--- config.mk ---
export PLATFORM = sky130hd
export DESIGN_NAME = drive_alarm_supervisor
export DESIGN_NICKNAME = d
export VERILOG_FILES = /design/src/inc/alarm_pkg.sv /design/src/core/drive_alarm_supervisor.sv
export SDC_FILE = /design/constraint.sdc
export NUM_CORES = 1
export LEC_CHECK = 0
export BUFFER_PORTS_ARGS = -buffer_cell sky130_fd_sc_hd__buf_2
export CORE_MARGIN = 3
export CORE_UTILIZATION = 35
export DETAILED_ROUTE_END_ITERATION = 6
export GPL_ROUTABILITY_DRIVEN = 1
export PLACE_DENSITY = 0.49
export SYNTH_ARGS = -nofsm -noshare
export SYNTH_HDL_FRONTEND = slang
export SYNTH_SLANG_ARGS = --single-unit
--- constraint.sdc ---
create_clock -name clk -period 10.2 [get_ports clk]
set_input_delay 3.06 -clock clk [delete_from_list [all_inputs] [get_ports clk]]
set_output_delay 3.06 -clock clk [all_outputs]
set_load 0.01 [all_outputs]
--- src/inc/alarm_pkg.sv ---
// Shared constants for the drive alarm supervisor
package alarm_pkg;
    // Register byte offsets
    localparam logic [7:0] OFS_CTRL = 8'h00;
    localparam logic [7:0] OFS_STOP_DELAY = 8'h04;
    localparam logic [7:0] OFS_STALL_LEVEL = 8'h08;
    localparam logic [7:0] OFS_STALL_DELAY = 8'h0C;
    localparam logic [7:0] OFS_MISMATCH_LEVEL = 8'h10;
    localparam logic [7:0] OFS_STATUS = 8'h14;
    localparam logic [7:0] OFS_HEALTH_WORD = 8'h18;
    localparam logic [7:0] OFS_FIRST_FAULT = 8'h1C;
    localparam logic [7:0] OFS_LAST_FAULT = 8'h20;
    // Control register bit positions
    localparam int CTL_FIELD_EN = 0;
    localparam int CTL_PEER_EN = 1;
    localparam int CTL_STALL_EN = 2;
    localparam int CTL_CLEAR_POLICY = 3;
    localparam int CTL_MISMATCH_EN = 4;
    localparam int CTL_ENCODER_EN = 5;
    localparam int CTL_STOP_EN = 6;
    localparam int CTL_PEER_SLAVE = 7;
    localparam int CTL_W = 8;
    localparam logic [7:0] CTL_RESET = 8'h7F;
    // Status register bit positions
    localparam int ST_THERMISTOR = 0;
    localparam int ST_MISMATCH = 1;
    localparam int ST_LAMP = 2;
    localparam int ST_STALL = 3;
    localparam int ST_STOP = 4;
    localparam int ST_DRIVE_OK = 5;
    localparam int ST_HOLD = 6;
    // Setting reset values (0.1 s and 0.01 % / 0.1 % units)
    localparam logic [15:0] STOP_DELAY_RESET = 16'h0064;
    localparam logic [15:0] STALL_LEVEL_RESET = 16'h251C;
    localparam logic [15:0] STALL_DELAY_RESET = 16'h012C;
    localparam logic [15:0] MISMATCH_LEVEL_RESET = 16'h01F4;
    // Alarm bit positions in the one-hot code space
    localparam int BIT_THERMISTOR = 4;
    localparam int BIT_MISMATCH = 6;
    localparam int BIT_ENCODER = 7;
    localparam int BIT_FIELD = 8;
    localparam int BIT_PEER_RX = 11;
    localparam int BIT_STALL = 12;
    // Pins that feed the code space directly; 6 and 12 made here, 14 unused
    localparam logic [15:0] PIN_MASK = 16'hAFBF;
    localparam logic [15:0] CODE_NONE = 16'h0000;
    localparam logic [15:0] CODE_AUTOTUNE = 16'hF001;
    localparam logic [15:0] CODE_REMOTE_TRIP = 16'hF006;
    localparam logic [15:0] CODE_PRODUCT = 16'hFF06;
    // Timer base: one tick per tenth of a second
    localparam int CLK_MHZ = 25;
    localparam int TICK_NS = 100_000_000;
    localparam int TICK_CYCLES = TICK_NS / 1000 * CLK_MHZ;
endpackage
--- src/core/drive_alarm_supervisor.sv ---
// Fault supervisor: inhibits, latching, clear policy, timers, APB registers
//
// How it works
// - Field loss inhibit suppresses field alarm
// - Peer receive inhibit applies only in slave
// - Stall inhibit keeps contactor closed
// - Policy false: faults stay latched, and drive_ok_output stays low
// - Stopped with stored fault: sequencer holds
// - Policy rising false to true clears faults
// - Policy true: run command clears faults
// - Mismatch inhibit suppresses mismatch alarm
// - Encoder inhibit suppresses encoder alarm
// - Remote trip after programmable delay, inhibitable
// - Stall: current high, zero speed, setpoint
// - Stall output after condition persists delay
// - Mismatch when speed and voltage differ by more than level
// - Mismatch flag tracks even when inhibited
// - Thermistor flag follows thermistor input
// - Health word ors all stored hardware alarms
// - First fault code kept from capture until a clear
// - Last fault holds most recent code
// - Hardware alarm codes are one-hot
// - System alarms use whole 16-bit codes
// - Lamp flag mirrors the health lamp
// - Remote trip flag shows trip state
//
// Implementation choices: the APB interface to the registers and the register addresses.
`timescale 1ns/1ps

module drive_alarm_supervisor
    import alarm_pkg::*;
#(
    parameter int TICK_LEN = TICK_CYCLES
)
(
    // Clock and reset
    input wire logic clk,
    input wire logic rst_b,
    // APB slave
    input wire logic psel,
    input wire logic penable,
    input wire logic pwrite,
    input wire logic [7:0] paddr,
    input wire logic [31:0] pwdata,
    output logic [31:0] prdata,
    output logic pready,
    output logic pslverr,
    // Asynchronous fault pins, one per one-hot code
    input wire logic [15:0] fault_pins,
    input wire logic external_stop_pin,
    input wire logic run_command_input,
    // Measurements from the drive core, same clock
    input wire logic [15:0] armature_current,
    input wire logic signed [15:0] speed_feedback,
    input wire logic signed [15:0] armature_voltage,
    input wire logic at_zero_speed,
    input wire logic at_zero_setpoint,
    // System alarms from the sequencer, same clock
    input wire logic sys_alarm_valid,
    input wire logic [15:0] sys_alarm_code,
    // Drive outputs
    output logic drive_ok_output,
    output logic sequencer_hold_state,
    output logic health_lamp,
    output logic [15:0] health_word
);

    ////////////////////////////////////////////////////////////////////////
    // Lowest set bit as its one-hot code; keeps first-fault deterministic
    function automatic logic [15:0] lowest_one(input logic [15:0] v);
        lowest_one = v & (~v + 16'h0001);
    endfunction

    logic [CTL_W-1:0] ctrl;
    logic [15:0] external_stop_delay;
    logic [15:0] stall_level;
    logic [15:0] stall_delay;
    logic [15:0] velocity_mismatch_level;
    logic [15:0] pins_meta;
    logic [15:0] pins_sync;
    logic [1:0] ctl_meta;
    logic [1:0] ctl_sync;
    logic run_prev;
    logic policy_prev;
    logic [31:0] tick_cnt;
    logic tick;
    logic [15:0] stall_cnt;
    logic [15:0] stop_cnt;
    logic stall_out;
    logic stop_out;
    logic [15:0] stored_bits;
    logic sys_stored;
    logic [15:0] first_fault;
    logic first_valid;
    logic [15:0] last_fault;
    logic [31:0] rd_hold;

    ////////////////////////////////////////////////////////////////////////
    // Two-flop synchronisers; first stage read only by the second
    always_ff @(posedge clk)
    begin
        if (!rst_b)
        begin
            pins_meta <= 16'h0000;
            pins_sync <= 16'h0000;
            ctl_meta <= 2'h0;
            ctl_sync <= 2'h0;
        end
        else
        begin
            pins_meta <= fault_pins;
            pins_sync <= pins_meta;
            ctl_meta <= {external_stop_pin, run_command_input};
            ctl_sync <= ctl_meta;
        end
    end

    // Synchronised remote trip request and run command levels
    wire stop_req = ctl_sync[1];
    wire run_in = ctl_sync[0];

    ////////////////////////////////////////////////////////////////////////
    // Tenth-of-second tick shared by both delay timers
    // Free running, so a timer may see its first tick early
    wire tick_wrap = (tick_cnt == 32'(TICK_LEN - 1));

    always_ff @(posedge clk)
    begin
        if (!rst_b)
        begin
            tick_cnt <= 32'h0000_0000;
            tick <= 1'b0;
        end
        else
        begin
            tick_cnt <= tick_wrap ? 32'h0000_0000 : tick_cnt + 32'h0000_0001;
            tick <= tick_wrap;
        end
    end

    ////////////////////////////////////////////////////////////////////////
    // Stall comparator and mismatch comparator
    wire stall_cond = (armature_current > stall_level) && at_zero_speed
        && !at_zero_setpoint;
    wire signed [16:0] vel_diff = 17'(speed_feedback) - 17'(armature_voltage);
    wire [16:0] vel_abs = vel_diff[16] ? 17'(-vel_diff) : 17'(vel_diff);
    // Flag ignores the inhibit so software still sees the condition
    wire mismatch = vel_abs > {1'b0, velocity_mismatch_level};

    // Persistence timers count ticks while their condition holds
    always_ff @(posedge clk)
    begin
        if (!rst_b)
        begin
            stall_cnt <= 16'h0000;
            stop_cnt <= 16'h0000;
        end
        else
        begin
            if (!stall_cond)
                stall_cnt <= 16'h0000;
            else if (tick && !stall_out)
                stall_cnt <= stall_cnt + 16'h0001;
            if (!stop_req)
                stop_cnt <= 16'h0000;
            else if (tick && !stop_out)
                stop_cnt <= stop_cnt + 16'h0001;
        end
    end

    // Zero delay setting behaves as the shortest tick
    assign stall_out = stall_cond && (stall_cnt >= stall_delay)
        && (stall_cnt != 16'h0000);
    assign stop_out = stop_req && (stop_cnt >= external_stop_delay)
        && (stop_cnt != 16'h0000);

    ////////////////////////////////////////////////////////////////////////
    // Present alarms after inhibits, one bit per code
    wire peer_block = ctrl[CTL_PEER_SLAVE] && !ctrl[CTL_PEER_EN];
    wire [15:0] gate_mask = ~(
        (16'(!ctrl[CTL_FIELD_EN]) << BIT_FIELD)
        | (16'(peer_block) << BIT_PEER_RX)
        | (16'(!ctrl[CTL_ENCODER_EN]) << BIT_ENCODER));
    // Alarms made here rather than by pins: stall timer and mismatch
    wire [15:0] made_bits =
        (16'(stall_out && ctrl[CTL_STALL_EN]) << BIT_STALL)
        | (16'(mismatch && ctrl[CTL_MISMATCH_EN]) << BIT_MISMATCH);
    wire [15:0] hw_now = (pins_sync & PIN_MASK & gate_mask)
        | made_bits;
    wire stop_alarm = stop_out && ctrl[CTL_STOP_EN];

    // New events: fresh hardware bits first, then remote trip, then system
    wire [15:0] hw_new = hw_now & ~stored_bits;
    wire new_hw = |hw_new;
    wire new_stop = stop_alarm && !sys_stored;
    wire new_sys = sys_alarm_valid && (sys_alarm_code != CODE_NONE);
    wire any_new = new_hw || new_stop || new_sys;
    wire [15:0] new_code = new_hw ? lowest_one(hw_new)
        : new_stop ? CODE_REMOTE_TRIP
        : sys_alarm_code;

    ////////////////////////////////////////////////////////////////////////
    // Clear events: policy rising, or run edge while policy set
    wire policy = ctrl[CTL_CLEAR_POLICY];
    wire clear_evt = (policy && !policy_prev)
        || (policy && run_in && !run_prev);

    // Edge history; policy starts set, so leaving reset is no false rise
    // A run held high through reset gives one harmless early clear
    always_ff @(posedge clk)
    begin
        if (!rst_b)
        begin
            run_prev <= 1'b0;
            policy_prev <= 1'b1;
        end
        else
        begin
            run_prev <= run_in;
            policy_prev <= policy;
        end
    end

    // Latched faults; new alarms win over a clear in the same cycle
    // A hardware alarm still present at a clear stays stored, not new again
    wire [15:0] next_stored = (clear_evt ? 16'h0000 : stored_bits)
        | hw_now;
    wire next_sys = (clear_evt ? 1'b0 : sys_stored)
        | new_stop | new_sys;
    wire next_any = (|next_stored) || next_sys;

    always_ff @(posedge clk)
    begin
        if (!rst_b)
        begin
            stored_bits <= 16'h0000;
            sys_stored <= 1'b0;
        end
        else
        begin
            stored_bits <= next_stored;
            sys_stored <= next_sys;
        end
    end

    // First and last fault capture
    // A clear with no new alarm empties first fault; last fault is kept
    always_ff @(posedge clk)
    begin
        if (!rst_b)
        begin
            first_fault <= CODE_NONE;
            first_valid <= 1'b0;
            last_fault <= CODE_NONE;
        end
        else
        begin
            if (any_new && (!first_valid || clear_evt))
            begin
                first_fault <= new_code;
                first_valid <= 1'b1;
            end
            else if (clear_evt)
            begin
                first_fault <= CODE_NONE;
                first_valid <= 1'b0;
            end
            if (any_new)
                last_fault <= new_code;
        end
    end

    // Drive_ok_output path and sequencer hold
    always_ff @(posedge clk)
    begin
        if (!rst_b)
        begin
            drive_ok_output <= 1'b1;
            sequencer_hold_state <= 1'b0;
        end
        else
        begin
            drive_ok_output <= !next_any;
            sequencer_hold_state <= next_any
                && (sequencer_hold_state || !run_in);
        end
    end

    // Lamp follows drive_ok_output; health word shows latched alarms only
    assign health_lamp = drive_ok_output;
    assign health_word = stored_bits;

    ////////////////////////////////////////////////////////////////////////
    // APB decode; every access completes with no wait state
    wire setup = psel && !penable;
    wire wr_en = psel && penable && pwrite;
    wire hit_ctrl = (paddr == OFS_CTRL);
    wire hit_stop = (paddr == OFS_STOP_DELAY);
    wire hit_slvl = (paddr == OFS_STALL_LEVEL);
    wire hit_sdly = (paddr == OFS_STALL_DELAY);
    wire hit_mlvl = (paddr == OFS_MISMATCH_LEVEL);
    wire hit_stat = (paddr == OFS_STATUS);
    wire hit_hw = (paddr == OFS_HEALTH_WORD);
    wire hit_ff = (paddr == OFS_FIRST_FAULT);
    wire hit_lf = (paddr == OFS_LAST_FAULT);
    wire mapped = hit_ctrl || hit_stop || hit_slvl || hit_sdly || hit_mlvl
        || hit_stat || hit_hw || hit_ff || hit_lf;

    // Condition flags are raw: inhibits never hide them; lamp, ok and hold follow gated alarms
    wire [6:0] status_bits = {
        sequencer_hold_state,
        drive_ok_output,
        stop_out,
        stall_out,
        health_lamp,
        mismatch,
        pins_sync[BIT_THERMISTOR]
    };

    // Unmapped offsets read as zero
    wire [31:0] rd_mux =
        hit_ctrl ? {24'h000000, ctrl}
        : hit_stop ? {16'h0000, external_stop_delay}
        : hit_slvl ? {16'h0000, stall_level}
        : hit_sdly ? {16'h0000, stall_delay}
        : hit_mlvl ? {16'h0000, velocity_mismatch_level}
        : hit_stat ? {25'h0000000, status_bits}
        : hit_hw ? {16'h0000, health_word}
        : hit_ff ? {16'h0000, first_fault}
        : hit_lf ? {16'h0000, last_fault}
        : 32'h0000_0000;

    // Settings registers
    // Any value is taken; a zero delay still waits one tick
    always_ff @(posedge clk)
    begin
        if (!rst_b)
        begin
            ctrl <= CTL_RESET;
            external_stop_delay <= STOP_DELAY_RESET;
            stall_level <= STALL_LEVEL_RESET;
            stall_delay <= STALL_DELAY_RESET;
            velocity_mismatch_level <= MISMATCH_LEVEL_RESET;
        end
        else if (wr_en)
        begin
            if (hit_ctrl)
                ctrl <= pwdata[CTL_W-1:0];
            if (hit_stop)
                external_stop_delay <= pwdata[15:0];
            if (hit_slvl)
                stall_level <= pwdata[15:0];
            if (hit_sdly)
                stall_delay <= pwdata[15:0];
            if (hit_mlvl)
                velocity_mismatch_level <= pwdata[15:0];
        end
    end

    // Read data captured in the setup cycle, held through access
    always_ff @(posedge clk)
    begin
        if (!rst_b)
            rd_hold <= 32'h0000_0000;
        else if (setup)
            rd_hold <= rd_mux;
    end

    // Zero wait states; an unmapped access answers with an error
    assign prdata = rd_hold;
    assign pready = 1'b1;
    assign pslverr = psel && penable && !mapped;

endmodule // drive_alarm_supervisor

==> results of run 1 <==
-- layer usage --
metal  global-route usage  wire, um
met4              0.06606      1377
met2               0.3235     18070
met5                    0        12
met1               0.3103     20440
met3              0.03539      2779
-- cell usage in the layout, fill, tap and decap left out, types with 10 or more instances in the layout --
master	Yosys	final
nand4_1	30	30
nand3_1	39	39
nand2_1	218	218
a22oi_1	14	14
buf_4	18	11
o211ai_1	28	28
nor2_1	143	143
ha_1	86	86
and3_1	16	16
a21oi_1	134	134
nor3_1	24	23
a221oi_1	15	15
mux2i_1	12	12
nor4_1	25	25
o21ai_0	51	51
dfxtp_1	237	237
nor2b_1	13	12
buf_2	2	146
conb_1	2	17
inv_1	112	111
and2_1	40	40
a21o_1	26	26
xnor2_1	37	37
clkbuf_16	0	28
nand2b_1	17	17
a211oi_1	10	10
or3_1	15	15
o21a_1	10	10
xor2_1	41	41
-- power groups by stage --
| stage | Combinational [mW] | Sequential [mW] | Clock, mW |
|---|---|---|---|
| after floorplan | 0.223 | 0.986 | 0 |
| after global placement | 0.319 | 0.993 | 0 |
| after detailed placement | 0.323 | 0.993 | 0 |
| after CTS | 0.324 | 0.973 | 1.05 |
| after global routing | 0.365 | 0.976 | 1.09 |
| final | 0.324 | 0.973 | 1.03 |
-- cell type report --
class	count	area, um^2
multi-input combinational	1186	7451
inverter	112	420.4
tap	461	576.8
sequential	237	4745
timing repair buffer	157	813.3
clock buffer	39	792.0
clock inverter	13	160.2
fill	3691	21040
-- worst max path at each step --
stage	startpoint	endpoint	slack, ps	cells past startpoint
6_report	speed_feedback[0]	last_fault[13]$_SDFFE_PN0P_	1950	24
5_1_grt	armature_voltage[6]	last_fault[12]$_SDFFE_PN0P_	1260	22
4_1_cts	speed_feedback[0]	last_fault[13]$_SDFFE_PN0P_	2040	24
3_5_place_dp	speed_feedback[0]	last_fault[13]$_SDFFE_PN0P_	1460	24
3_3_place_gp	speed_feedback[6]	last_fault[13]$_SDFFE_PN0P_	1560	21
2_1_floorplan	speed_feedback[0]	last_fault[10]$_SDFFE_PN0P_	2430	25
-- registers in the layout, summed over array words and instances, names as in the netlist, 16 cells and up --
name and flops:
external_stop_delay 16, last_fault 16, velocity_mismatch_level 16, stop_cnt 16, stall_delay 16, prdata 16, tick_cnt 32, first_fault 16
stall_level 16, stall_cnt 16, health_word 16
-- logic make-up after synthesis --
kind of cell    synth area share
simple gates              0.2277
compound gates            0.1958
flops                     0.3674
buf+inv                  0.06065
fa+ha+maj                0.08487
xor+xnor                 0.05290
mux                      0.01017
other cells            0.0005815
==> run_results.csv, run 1 <==
group,metric,value,unit
critical_path,slowest_delay,770,ps
critical_path,crit_required,10690,ps
critical_path,rr_startpoint,"external_stop_delay[9]$_SDFFE_PN0P_",
layout,nets,1939,
power_and_ir_drop,p_switching,629.3,uW
yosys,synth-seq-cells,237,
yosys,syn_inst,1594,
route,vias_per_cell,5.377,
critical_path,cp.arrival,8740,ps
clock_tree,cts_resized,0,
critical_path,r2r-end,"first_fault[4]$_SDFFE_PN0P_",
power_and_ir_drop,power_density,155.5,nW/um^2
layout,finish.utilization,0.4155,
power_and_ir_drop,p_seq_frac,0.418,
yosys,postSynthAreaPerCell,8.102,um^2
clock_tree,htree_levels,1,
power_and_ir_drop,sw_frac_of_total,0.2705,
clock_tree,postCtsSetupBuffers,0,
power_and_ir_drop,leakage,6.064,nW
power_and_ir_drop,fin_total_pwr,2.326,mW
critical_path,r2r_cells,12,
clock_tree,cts_sinks,237,
min_path,hp-start,"pins_meta[0]$_SDFF_PN0_",
global_routing,antenna_found_initial,1,
timing,fin_crit_sh,0.8085,
place,portBuffers,146,
route,wl,42680,um
route,first_pass_iters,5,
run,drv_cap,0,
layout,instances_no_fill,2205,
yosys,postSynth.asyncResetShare,0,
timing,fmax,121.3,MHz
place,gp_congestion,0.8748,
clock_tree,cts_tree,"yes",
yosys,synth_cell_types,72,
route,num_vias,11857,
critical_path,end_kind,"flip-flop",
critical_path,regToRegSetupSlack,6440,ps
critical_path,crit_family,"compound AO/OA/AOI/OAI gates",
timing,period_minus_slack,8246,ps
clock_tree,clock_path_buffers,3,
run_status,status,"completed",
place,detailed_place_hpwl,32810,um
global_routing,grt_pass1_wl,65240,um
layout,areaGrowthSynthToFinish,15.82,%
clock_tree,cts_buffers,28,
yosys,post-synth-top-count-cell,"dfxtp_1",
layout,layout-drive-gt1-share,0.1284,
clock_tree,cts_hold_buf,0,
critical_path,worstSetupPathType,"input pin to flip-flop",
yosys,synth_top_area_frac,0.3674,
global_routing,grt_overflow,0,
timing,rsz0062_at_grt,"false",
critical_path,path_buf_inv,2,
timing,finalClockSkew,16.55,ps
floorplanning,die_height,198.1,um
timing,setup_violations,0,
global_routing,grt_max_degree,76,
route,route.detailed.drc,0,
yosys,synthTopCellsByCount,"237 x dfxtp_1, 218 x nand2_1, 143 x nor2_1",
clock_tree,insertion_delay,560,ps
route,ant_nets,0,
global_routing,grt_usage,0.2133,
timing,fin_ws,1954,ps
yosys,synth_top_cell_by_area,"dfxtp_1",
layout,finish.instance_area,14960,um^2
power_and_ir_drop,power_frac_comb,0.139,
clock_tree,path_clk_slew,60,ps
timing,worst_pin_slew,1241,ps
critical_path,cp-start-kind,"input pin",
floorplanning,start_util,0.3587,
yosys,yosys_warnings,0,
yosys,synth.yosys.seq_area_share,0.3674,
critical_path,path_cells,"buf_2 > inv_1 > ha_1 > fa_1 > nor2b_4 > o31a_4 > o41ai_4 > nor4_1 > a311oi_2 > nand3b_1 > or3_1 > nand2_1 > xnor2_1 > ha_1 > nand2_1 > nor3_1 > a21boi_0 > a2111oi_0 > o211ai_1 > a311oi_1 > o31ai_1 > nor4_1 > a22oi_1 > nor2_1",
power_and_ir_drop,peakVddDrop,0.0001231,V
timing,hold_viol,0,
floorplanning,io_pins,183,
global_routing,grt_pass1_vias,11139,
critical_path,worstPathMaxFanout,5,
route,drtIter0Drc,930,
timing,drv_slew,0,
clock_tree,clockRootBuffer,"clkbuf_16",
min_path,hold_depth,1,
place,dpl_cell_area,14010,um^2
timing,hold_slack,428.6,ps
route,wl_per_cell,19.36,um
min_path,hold_end,"pins_sync[0]$_SDFF_PN0_",
yosys,synth_area,12910,um^2
place,dpl.cell_count,2153,
min_path,min_path_type,"flip-flop to flip-flop",
yosys,synth_area_leaders,"dfxtp_1 37%, ha_1 8.3%, nand2_1 6.3%, a21oi_1 5.2%, nor2_1 4.2%",
yosys,synth_edf_count,0,
timing,tns,0,ps
power_and_ir_drop,pwr-share-clk,0.442,
floorplanning,die_x,198.1,um
yosys,ys.flop_type,"dfxtp_1",
floorplanning,dieArea,39240,um^2
place,dp_slack,1456,ps
critical_path,cpMaxStageDelayCell,"nor4_1",
layout,n_antenna_cell,0,
timing,timing.slew.headroom,0.1729,
power_and_ir_drop,p_int,1.697,mW
floorplanning,num_rows,69,
floorplanning,core_area,36000,um^2
Note: power is estimated with default switching activity, not from simulation.
==> inputs of run 2 (changes only) <==
==> constraint.sdc (replaced) <==
create_clock -name clk -period 7.65 [get_ports clk]
set_input_delay 2.295 -clock clk [delete_from_list [all_inputs] [get_ports clk]]
set_output_delay 2.295 -clock clk [all_outputs]
set_load 0.01 [all_outputs]
==> run_results.csv, run 2 (synthesis results as in run 1) <==
group,metric,value,unit
run_status,status,"completed",
clock_tree,clockRootBuffer,"clkbuf_16",
clock_tree,insertion_delay,560,ps
timing,period_minus_slack,7159,ps
timing,fin_crit_sh,0.9358,
layout,finish.utilization,0.4217,
critical_path,path_buf_inv,2,
critical_path,critPathLaunch,"speed_feedback[0]",
global_routing,grt_overflow,0,
floorplanning,start_util,0.3587,
critical_path,end_kind,"flip-flop",
floorplanning,die_height,198.1,um
layout,top_register,"tick_cnt",
route,wl,42990,um
timing,worst_pin_slew,1231,ps
power_and_ir_drop,peakVddDrop,0.0001550,V
timing,finalClockSkew,20.99,ps
route,first_pass_iters,6,
critical_path,r2r-end,"first_fault[4]$_SDFFE_PN0P_",
critical_path,worstSetupPathDepth,25,
route,route.detailed.drc,0,
route,ant_nets,0,
critical_path,setup.worst_path.end,"first_fault[4]$_SDFFE_PN0P_",
route,wl_per_cell,19.36,um
floorplanning,io_pins,183,
global_routing,antenna_found_initial,1,
timing,rsz0062_at_grt,"false",
global_routing,grt_usage,0.2154,
route,drtIter0Drc,1044,
place,detailed_place_hpwl,33190,um
floorplanning,dieArea,39240,um^2
layout,largest_reg_flops,32,
critical_path,worstSetupPathType,"input pin to flip-flop",
critical_path,cp.arrival,7570,ps
timing,tns,0,ps
route,num_vias,11813,
critical_path,crit_family,"simple AND/OR/NAND/NOR gates",
critical_path,crit_top_cell,"nand2_1",
layout,finish.instance_area,15180,um^2
clock_tree,clock_path_buffers,3,
layout,layout-drive-gt1-share,0.1375,
place,gp_congestion,0.8835,
timing,timing.slew.headroom,0.1796,
timing,setup_violations,0,
route,vias_per_cell,5.319,
clock_tree,cts_buffers,28,
floorplanning,core_area,36000,um^2
layout,final_common_cell,"dfxtp_1",
power_and_ir_drop,power_density,214.1,nW/um^2
power_and_ir_drop,leakage,6.185,nW
critical_path,rr_startpoint,"external_stop_delay[9]$_SDFFE_PN0P_",
critical_path,regToRegSetupSlack,4060,ps
clock_tree,cts_sinks,237,
critical_path,cpMaxStageDelayCell,"a311oi_1",
place,dpl_cell_area,14140,um^2
timing,hold_viol,0,
layout,n_antenna_cell,0,
floorplanning,num_rows,69,
layout,nets,1955,
min_path,min_path_type,"flip-flop to flip-flop",
global_routing,grt_max_degree,76,
global_routing,grt_pass1_vias,11228,
layout,areaGrowthSynthToFinish,17.54,%
clock_tree,cts_hold_buf,0,
clock_tree,postCtsSetupBuffers,0,
clock_tree,path_clk_slew,60,ps
place,portBuffers,146,
global_routing,grt_pass1_wl,65920,um
clock_tree,cts_resized,0,
clock_tree,cts_tree,"yes",
critical_path,worstPathMaxFanout,9,
floorplanning,die_x,198.1,um
power_and_ir_drop,fin_total_pwr,3.251,mW
critical_path,slowest_delay,460,ps
timing,fmax,139.7,MHz
layout,final_cell_mix,"237 x dfxtp_1, 218 x nand2_1, 146 x buf_2, 143 x nor2_1, 134 x a21oi_1",
run,drv_cap,0,
critical_path,cp-start-kind,"input pin",
timing,drv_slew,0,
critical_path,crit_required,8070,ps
clock_tree,htree_levels,1,
critical_path,r2r_cells,12,
-- run 2: cell type report --
cell class                      count  area (um^2)
Clock buffer                       35        757.0
Clock inverter                     17        285.3
Fill cell                        3687        20820
Tap cell                          461        576.8
Multi-Input combinational cell   1186         7451
Sequential cell                   237         4745
Inverter                          112        420.4
Timing Repair Buffer              173        945.9
-- run 2: layer usage --
metal	vias to the layer above	global-route usage	wire (um)
li1	5887	-	-
met1	5477	0.3097	20350
met2	380	0.3307	18300
met3	69	0.03437	2826
met4	0	0.06946	1508
met5	-	0	0
-- run 2: report_power, final --
| group | switching (mW) | internal [mW] | total, mW |
|---|---|---|---|
| Clock | 0.558 | 0.941 | 1.50 |
| Sequential | 0.0297 | 1.27 | 1.30 |
| Combinational | 0.270 | 0.186 | 0.455 |
| Total | 0.857 | 2.39 | 3.25 |
-- run 2: stage by stage --
| stage | std cells | setup WS (ps) | hold WS (ps) |
|---|---|---|---|
| 3_5_place_dp | 2169 | 10.44 | 416.9 |
| 4_1_cts | 2221 | 602.4 | 430.9 |
| 6_report | 2221 | 491.5 | 430.6 |
| 3_3_place_gp | 2169 | 135.6 | 413.8 |
| 2_1_floorplan | 1609 | 640.2 | 407.6 |
| 5_1_grt | 2221 | 200.0 | 442.3 |
-- run 2: worst min-delay path by stage --
stage | from | cells past startpoint | to | slack, ps
CTS | ctl_meta[0]$_SDFF_PN0_ | 1 | ctl_sync[0]$_SDFF_PN0_ | 430
finish | pins_meta[2]$_SDFF_PN0_ | 1 | pins_sync[2]$_SDFF_PN0_ | 430
floorplan | ctl_sync[0]$_SDFF_PN0_ | 1 | sequencer_hold_state$_SDFF_PN0_ | 410
global route | pins_meta[11]$_SDFF_PN0_ | 1 | pins_sync[11]$_SDFF_PN0_ | 440
global placement | pins_meta[2]$_SDFF_PN0_ | 1 | pins_sync[2]$_SDFF_PN0_ | 410
detailed placement | ctl_meta[0]$_SDFF_PN0_ | 1 | ctl_sync[0]$_SDFF_PN0_ | 420
